===== src/rtl/dcrd_pkg.sv =====
/*
 Constants and types of the channel resume and descriptor pointer slice.
 Assumes a 32-bit Avalon-MM register bus with byte addresses.
*/
package dcrd_pkg;
   // ==========================================================
   // Sizes
   localparam int          NCH        = 24;
   localparam int          CH_W       = 5;
   localparam int          ADDR_W     = 12;
   localparam int          DATA_W     = 32;
   localparam int          NDA_W      = 30;
   // ==========================================================
   // Register map
   localparam logic [11:0] RESUME_OFS = 12'h034;
   localparam logic [11:0] SUSP_OFS   = 12'h038;
   localparam logic [11:0] PEND_OFS   = 12'h03C;
   localparam logic [11:0] NDP_BASE   = 12'h068;
   localparam int          NDP_SHIFT  = 6;
   // ==========================================================
   // Fields and reset values
   localparam int          NDA_LSB    = 2;
   localparam int          PORT_SEL   = 0;
   localparam logic [31:0] NDP_MASK   = 32'hFFFFFFFD;
   localparam logic [31:0] NDP_RESET  = 32'h00000000;
   localparam logic [23:0] CH_RESET   = 24'h000000;
   // ==========================================================
   // Bus slave states
   typedef enum logic [1:0] {
      ST_IDLE = 2'b01,
      ST_RESP = 2'b10
   } dcrd_bus_st_t;
endpackage


===== src/rtl/dcrd_fetch_if.sv =====
/*
 Carrier between the slice and one descriptor fetch port.
 Assumes both ends share core_clk.
*/
`timescale 1ns/100ps
interface dcrd_fetch_if;
   logic        load;
   logic [29:0] next_descriptor_address;
   logic [4:0]  chan;
   logic        busy;
   modport ctrl (output load, output next_descriptor_address, output chan, input busy);
   modport port (input load, input next_descriptor_address, input chan, output busy);
endinterface


===== src/rtl/dcrd_top.sv =====
/*
 Channel resume and next descriptor pointer slice of a 24 channel DMA.
 Assumes suspend requests, fetch requests and enables come from logic
 on core_clk; each fetch port is served by the system interconnect.
*/
// Functional notes
// [RULE1] One write-only resume bit per channel 0..23, bit equals channel.
// [RULE2] Writing 1 resumes that channel's read and write requests; 0 does nothing.
// [RULE3] Per-channel read/write pointer at 0x68 plus 0x40 per channel, reset zero.
// [RULE4] The 30-bit pointer field gives fetch address bits 31 down to 2.
// [RULE5] Descriptors are word aligned; pointer bits 1:0 are ignored for fetch.
// [RULE6] Select bit 0 clear fetches the descriptor through interface 0.
// [RULE7] Select bit 0 set fetches the descriptor through interface 1.
// [RULE8] No descriptor fetch unless the channel's fetch enable is set.
// [RULE9] Resume bits of channels not suspended change nothing.
`timescale 1ns/100ps
module dcrd_top
   import dcrd_pkg::*;
(
   // Clock and reset
   input  wire logic              core_clk,
   input  wire logic              nrst,
   input  wire logic              ce,
   // Avalon-MM slave
   input  wire logic [ADDR_W-1:0] avs_address,
   input  wire logic              avs_read,
   input  wire logic              avs_write,
   input  wire logic [DATA_W-1:0] avs_writedata,
   input  wire logic [3:0]        avs_byteenable,
   output logic      [DATA_W-1:0] avs_readdata,
   output logic                   avs_waitrequest,
   // Channel suspend state
   input  wire logic [NCH-1:0]    chan_suspend_req,
   output logic      [NCH-1:0]    chan_suspended,
   output logic      [NCH-1:0]    chan_resume_pulse,
   // Descriptor fetch requests
   input  wire logic [NCH-1:0]    desc_fetch_req,
   input  wire logic [NCH-1:0]    next_descriptor_fetch_enable,
   output logic      [NCH-1:0]    fetch_pending,
   // Fetch interface 0
   output logic                   fetch0_valid,
   output logic      [DATA_W-1:0] fetch0_addr,
   output logic      [CH_W-1:0]   fetch0_chan,
   input  wire logic              fetch0_ready,
   // Fetch interface 1
   output logic                   fetch1_valid,
   output logic      [DATA_W-1:0] fetch1_addr,
   output logic      [CH_W-1:0]   fetch1_chan,
   input  wire logic              fetch1_ready
);
   // ==========================================================
   // Declarations
   dcrd_bus_st_t      state;
   logic [31:0]       ndp [NCH];
   logic              req;
   logic              wr_fire;
   logic              hit_resume;
   logic              hit_ndp;
   logic [ADDR_W-1:0] ndp_off;
   logic [CH_W-1:0]   ndp_idx;
   logic [31:0]       be_mask;
   logic [NCH-1:0]    resume_bits;
   logic              resume_wr;
   logic [31:0]       next_rdata;
   logic [NCH-1:0]    cand;
   logic [NCH-1:0]    grant;
   logic              grant_any;
   logic [CH_W-1:0]   gidx;
   logic              gport;
   logic [NDA_W-1:0]  load_nda;
   logic              load0;
   logic              load1;

   dcrd_fetch_if fif0 ();
   dcrd_fetch_if fif1 ();

   // ==========================================================
   // Bus slave, one wait state per access
   assign req             = avs_read | avs_write;
   assign avs_waitrequest = req & ((state != ST_RESP) | ~ce);
   assign wr_fire         = ce & avs_write & (state == ST_RESP);

   always_ff @(posedge core_clk or negedge nrst) begin
      if (!nrst) begin
         state <= ST_IDLE;
      end else if (ce) begin
         case (state)
            ST_IDLE: begin
               if (req) begin
                  state <= ST_RESP;
               end
            end
            ST_RESP: begin
               state <= ST_IDLE;
            end
            default: begin
               state <= ST_IDLE;
            end
         endcase
      end
   end

   // ==========================================================
   // Address decode
   // [RULE3] pointer window decode
   assign ndp_off    = avs_address - NDP_BASE;
   assign ndp_idx    = ndp_off[10:6];
   assign hit_ndp    = (avs_address >= NDP_BASE) && (ndp_off[5:0] == 6'h00)
                       && (ndp_off[11:6] < 6'(NCH));
   // [RULE1] global resume decode
   assign hit_resume = (avs_address == RESUME_OFS);

   always_comb begin
      for (int b = 0; b < 4; b++) begin
         be_mask[8*b +: 8] = {8{avs_byteenable[b]}};
      end
   end

   // [RULE1] bit position equals channel
   assign resume_bits = avs_writedata[NCH-1:0] & be_mask[NCH-1:0];
   assign resume_wr   = wr_fire & hit_resume;

   // ==========================================================
   // Read data, captured while waitrequest is high
   always_comb begin
      next_rdata = 32'h00000000;
      if (hit_ndp) begin
         next_rdata = ndp[ndp_idx];
      end else if (avs_address == SUSP_OFS) begin
         next_rdata = {8'h00, chan_suspended};
      end else if (avs_address == PEND_OFS) begin
         next_rdata = {8'h00, fetch_pending};
      end
   end

   always_ff @(posedge core_clk or negedge nrst) begin
      if (!nrst) begin
         avs_readdata <= 32'h00000000;
      end else if (ce && avs_read && state == ST_IDLE) begin
         avs_readdata <= next_rdata;
      end
   end

   // ==========================================================
   // Suspend state and resume
   // Suspend request wins over a resume in the same cycle
   always_ff @(posedge core_clk or negedge nrst) begin
      if (!nrst) begin
         chan_suspended    <= CH_RESET;
         chan_resume_pulse <= CH_RESET;
      end else if (ce) begin
         // [RULE2] clear suspend on written ones
         if (resume_wr) begin
            chan_suspended <= (chan_suspended & ~resume_bits) | chan_suspend_req;
         end else begin
            chan_suspended <= chan_suspended | chan_suspend_req;
         end
         // [RULE9] only suspended channels resume
         chan_resume_pulse <= resume_wr ? (resume_bits & chan_suspended) : CH_RESET;
      end
   end

   // ==========================================================
   // Next descriptor pointers
   // [RULE3] byte-lane writes, bit 1 reads zero
   always_ff @(posedge core_clk or negedge nrst) begin
      if (!nrst) begin
         for (int c = 0; c < NCH; c++) begin
            ndp[c] <= NDP_RESET;
         end
      end else if (ce && wr_fire && hit_ndp) begin
         ndp[ndp_idx] <= ((ndp[ndp_idx] & ~be_mask) | (avs_writedata & be_mask)) & NDP_MASK;
      end
   end

   // ==========================================================
   // Fetch requests and launch
   // Pending flag set wins over the grant clear
   always_ff @(posedge core_clk or negedge nrst) begin
      if (!nrst) begin
         fetch_pending <= CH_RESET;
      end else if (ce) begin
         // [RULE8] only enabled channels queue
         fetch_pending <= (fetch_pending & ~(grant & {NCH{grant_any}}))
                          | (desc_fetch_req & next_descriptor_fetch_enable);
      end
   end

   // [RULE8] enable gates every launch
   always_comb begin
      for (int c = 0; c < NCH; c++) begin
         cand[c] = fetch_pending[c] & next_descriptor_fetch_enable[c]
                   & ~(ndp[c][PORT_SEL] ? fif1.busy : fif0.busy);
      end
   end

   dcrd_fetch_arb u_arb (
      .cand  (cand),
      .grant (grant),
      .any   (grant_any)
   );

   always_comb begin
      gidx = '0;
      for (int c = 0; c < NCH; c++) begin
         if (grant[c]) begin
            gidx = CH_W'(c);
         end
      end
   end

   // [RULE4] pointer bits 31:2 form the address
   assign load_nda = ndp[gidx][31:NDA_LSB];
   assign gport    = ndp[gidx][PORT_SEL];
   // [RULE6] select clear goes to interface 0
   assign load0    = grant_any & ~gport;
   // [RULE7] select set goes to interface 1
   assign load1    = grant_any & gport;

   assign fif0.load = load0;
   assign fif0.next_descriptor_address  = load_nda;
   assign fif0.chan = gidx;
   assign fif1.load = load1;
   assign fif1.next_descriptor_address  = load_nda;
   assign fif1.chan = gidx;

   dcrd_fetch_port u_port0 (
      .core_clk    (core_clk),
      .nrst        (nrst),
      .ce          (ce),
      .fif         (fif0),
      .fetch_valid (fetch0_valid),
      .fetch_addr  (fetch0_addr),
      .fetch_chan  (fetch0_chan),
      .fetch_ready (fetch0_ready)
   );

   dcrd_fetch_port u_port1 (
      .core_clk    (core_clk),
      .nrst        (nrst),
      .ce          (ce),
      .fif         (fif1),
      .fetch_valid (fetch1_valid),
      .fetch_addr  (fetch1_addr),
      .fetch_chan  (fetch1_chan),
      .fetch_ready (fetch1_ready)
   );
endmodule


===== src/rtl/dcrd_fetch_arb.sv =====
/*
 Fixed priority pick among candidate channels, lowest index first.
 Assumes candidates already exclude busy ports.
*/
`timescale 1ns/100ps
module dcrd_fetch_arb
   import dcrd_pkg::*;
(
   // Candidates
   input  wire logic [NCH-1:0] cand,
   // Pick
   output logic      [NCH-1:0] grant,
   output logic                any
);
   logic [NCH:0] lower;

   assign lower[0] = 1'b0;
   assign any      = lower[NCH];

   genvar i;
   generate
      for (i = 0; i < NCH; i++) begin : g_pick
         assign lower[i+1] = lower[i] | cand[i];
         assign grant[i]   = cand[i] & ~lower[i];
      end
   endgenerate
endmodule


===== src/rtl/dcrd_fetch_port.sv =====
/*
 One descriptor fetch request slot toward a system bus interface.
 Assumes fetch_ready comes from logic on core_clk.
*/
`timescale 1ns/100ps
module dcrd_fetch_port
   import dcrd_pkg::*;
(
   // Clock and reset
   input  wire logic              core_clk,
   input  wire logic              nrst,
   input  wire logic              ce,
   // From the slice
   dcrd_fetch_if.port             fif,
   // Toward the interconnect
   output logic                   fetch_valid,
   output logic      [DATA_W-1:0] fetch_addr,
   output logic      [CH_W-1:0]   fetch_chan,
   input  wire logic              fetch_ready
);
   // ==========================================================
   // Request slot
   assign fif.busy = fetch_valid;

   always_ff @(posedge core_clk or negedge nrst) begin
      if (!nrst) begin
         fetch_valid <= 1'b0;
         fetch_addr  <= NDP_RESET;
         fetch_chan  <= '0;
      end else if (ce) begin
         if (fif.load && !fetch_valid) begin
            fetch_valid <= 1'b1;
            // [RULE5] word aligned address
            fetch_addr  <= {fif.next_descriptor_address, 2'b00};
            fetch_chan  <= fif.chan;
         end else if (fetch_ready) begin
            fetch_valid <= 1'b0;
         end
      end
   end
endmodule


===== config.mk =====
export PLATFORM = sky130hd
export DESIGN_NAME = dcrd_top
export DESIGN_NICKNAME = d
export VERILOG_FILES = /design/src/rtl/dcrd_pkg.sv /design/src/rtl/dcrd_fetch_if.sv /design/src/rtl/dcrd_top.sv /design/src/rtl/dcrd_fetch_arb.sv /design/src/rtl/dcrd_fetch_port.sv
export SDC_FILE = /design/constraint.sdc
export NUM_CORES = 2
export LEC_CHECK = 0
export BUFFER_PORTS_ARGS = -buffer_cell sky130_fd_sc_hd__buf_2
export CAP_MARGIN = 20
export CORE_MARGIN = 10
export CORE_UTILIZATION = 45
export DETAILED_ROUTE_END_ITERATION = 6
export PLACE_DENSITY = 0.66
export SLEW_MARGIN = 5
export SYNTH_ARGS = -nofsm -noshare
export SYNTH_HDL_FRONTEND = slang
export SYNTH_SLANG_ARGS = --single-unit

===== constraint.sdc =====
create_clock -name core_clk -period 4.7 [get_ports core_clk]
set_clock_uncertainty 0.2 [all_clocks]
set_input_delay 0.235 -clock core_clk [delete_from_list [all_inputs] [get_ports core_clk]]
set_output_delay 0.235 -clock core_clk [all_outputs]
set_load 0.02 [all_outputs]

==> metrics.cfg <==
[power]
peakVddDrop_mv=0.605
cellPowerDensity_nw_per_um2=522
total_power_mw=29.2
leakagePower_nw=24.2

[drt]
wl_per_cell_um=26.7
dr.first_iter.drc_count=3935
vias_per_cell=6.15
ant_nets=0
drt_wl_total_mm=174
vias=40000
drc=0
firstDrtPassIters=5

[clocking]
h-tree-depth=3
insertion_delay_ns=0.69
cts_sinks=922
cts_buffers=98
root_buffer=clkbuf_16
cts_tree=built
cts.path.max_buffers=3
cts_setup_buffers=0
clk_pin_slew_ns=0.06

[die]
dieHeight_um=344
rows=118
dieArea_um2=118000
ioPinCount=308
die_w_um=344
coreArea_um2=104000
start_util_pct=45.5

[cells_and_area]
drive_above_1_share_pct=18.2
nets=5160
area_growth_syn_to_layout_pct=18.3
layout.cells.non_filler=6497
nFillCells=8999

[synth]
synthFlopType=dfrtp_1
synth_warnings=0
synth_cell_types=74
synth_edf_count=0
yosysTopAreaCellShare_pct=48.9
async_flop_share_pct=100
yosysMostFrequentCell=nand2_1
syn_area_per_cell_um2=10.0
synth.area.top_cells=dfrtp_1, nand2_1, mux4_2
synth_cells=4703
yosysTopAreaCell=dfrtp_1
synthTopCellsByCount=nand2_1, dfrtp_1, o21ai_0
yosysSeqAreaShare_pct=48.9
synth_area_um2=47200
ys_ff_latch=922

[global_routing]
grt.overflow.total=0
grt_pass1_wl_mm=260
grt_max_degree=107
grt_use_total_pct=29.0
antenna_found_initial=6
grt_pass1_vias=39500

[critical_path]
crit_path_cell_trace=buf_4 > mux2i_1 > a32o_1 > and4bb_1 > a31oi_1 > and3_4 > buf_12 > buf_12 > mux2i_1 > mux2i_4 > o32ai_4 > a211o_1 > mux2i_1
worst_setup_path_end_kind=flop
cpMaxStageDelayCell=dfrtp_1
crit_type=reg2reg
worstPathArrival_ns=4.83
cp_common_cell=mux2i_1
crit_cells=13
cp_num_buf_inv=3
worstPathRequired_ns=5.03
cp-startpoint=u_port1.fetch_valid$_DFFE_PN0P_
worstRegToRegCells=13
slowest_delay_ns=0.54
crit_fanout=30
cp_top_family=compound AO/OA/AOI/OAI gates
r2r_start=u_port1.fetch_valid$_DFFE_PN0P_
start_kind=flop

[timing]
fin_crit_sh_pct=95.7
rsz0062_at_grt=no
finalSetupViolCount=0
layout_min_cycle_time_ns=4.50
tightestPinTransition_ns=1.19
final_max_slew_viol_count=0
fmax_mhz=222
finalSetupTns_ns=0
hold_viol_final=10
max-slew-margin-rel_pct=20.9
hold_ws_ns=-0.0384

[status]
violations=hold timing
status=finished with violations

[placed_design]
io_buffers=303
gp_congestion=0.952
dp_hpwl_mm=114
dp_cells=6168

[job]
cap_violations=0

[min_path]
min_path_type=in2async

placed cells by master (no fill, tap or decap), types with 16 or more instances in the layout:
| cell type | instances |
|---|---|
| and2_1 | 19 |
| o22ai_1 | 30 |
| o21ai_0 | 800 |
| nor2_1 | 29 |
| o21ai_1 | 28 |
| inv_1 | 73 |
| a32oi_1 | 29 |
| a311o_1 | 78 |
| clkbuf_1 | 24 |
| a22o_1 | 34 |
| a22oi_1 | 82 |
| nor3_1 | 18 |
| clkbuf_8 | 27 |
| clkbuf_16 | 102 |
| a21oi_1 | 32 |
| buf_2 | 302 |
| a32o_1 | 42 |
| and3_1 | 79 |
| buf_4 | 163 |
| buf_12 | 42 |
| nand3_1 | 24 |
| nand2_1 | 1189 |
| dlygate4sd3_1 | 144 |
| mux4_2 | 187 |
| mux2i_1 | 410 |
| nand2_2 | 26 |
| dfrtp_1 | 921 |
| o221ai_1 | 16 |
repair_timing:
action                                 CTS  global route
gates cloned                             0             0
endpoints found under the hold margin  653             0
setup endpoints to repair                2             2
resized for setup                        1             5
hold buffers                           144             0
power breakdown:
group	internal (mW)	switching [mW]
clock network	5.01	3.37
registers	8.31	0.489
logic	4.27	7.71
total	17.6	11.6
cell type report:
cell class | count | area (µm²) | share of cell area [%]
repair buffers | 652 | 5030 | 9.01
clock buffers | 153 | 3010 | 5.40
multi-input cells | 3283 | 22200 | 39.8
inverters | 75 | 282 | 0.504
well taps | 1380 | 1730 | 3.09
flip-flops and latches | 922 | 23100 | 41.3
diodes | 3 | 7.51 | 0.0134
clock inverters | 29 | 474 | 0.849
final timing paths:
kind                                                      end  slack, ns
setup / recovery           u_port0.fetch_addr[30]$_DFFE_PN0P_       0.20
hold / removal                  chan_suspended[4]$_DFFE_PN0P_      -0.04
setup reg to reg           u_port0.fetch_addr[30]$_DFFE_PN0P_       0.20
hold reg to reg                  avs_readdata[30]$_DFFE_PN0P_       0.28
max in group asynchronous                ndp[203]$_DFFE_PN0P_       3.05
min in group core_clk                    ndp[502]$_DFFE_PN0P_       0.04
per-stage QoR:
| stage | worst slack (ns) | cell area, µm² | utilization (%) |
|---|---|---|---|
| after floorplan | 1.06 | 47200 | - |
| after global placement | -0.223 | 50900 | 49.0 |
| after detailed placement | -0.190 | 50900 | 49.0 |
| after CTS | 0.0560 | 55800 | 53.8 |
| after global routing | 0.0427 | 55800 | 53.8 |
| final | 0.203 | 55800 | 53.8 |
state kept, by name, summed over array words and instances, names as in the netlist:
name	count
u_port1.fetch_valid	1
chan_suspended	24
u_port1.fetch_addr	30
fetch_pending	24
ndp	744
avs_readdata	32
u_port1.fetch_chan	5
chan_resume_pulse	24
u_port0.fetch_chan	5
u_port0.fetch_addr	30
state	2
u_port0.fetch_valid	1
cells by family after synthesis:
group / synth area share [%]
mux: 18.1
compound gates: 15.9
fa+ha+maj: 0.0265
flops: 48.9
simple gates: 12.3
other cells: 0.00795
xor+xnor: 0.186
buf+inv: 4.61
routing by layer:
metal	global-route usage, %	wire (µm)	vias up
li1	-	-	17500
met1	38.8	69700	19800
met2	43.5	74800	2229
met3	6.78	18000	463
met4	15.9	11200	8
met5	0	45	-
Note: power is estimated with default switching activity, not from simulation.
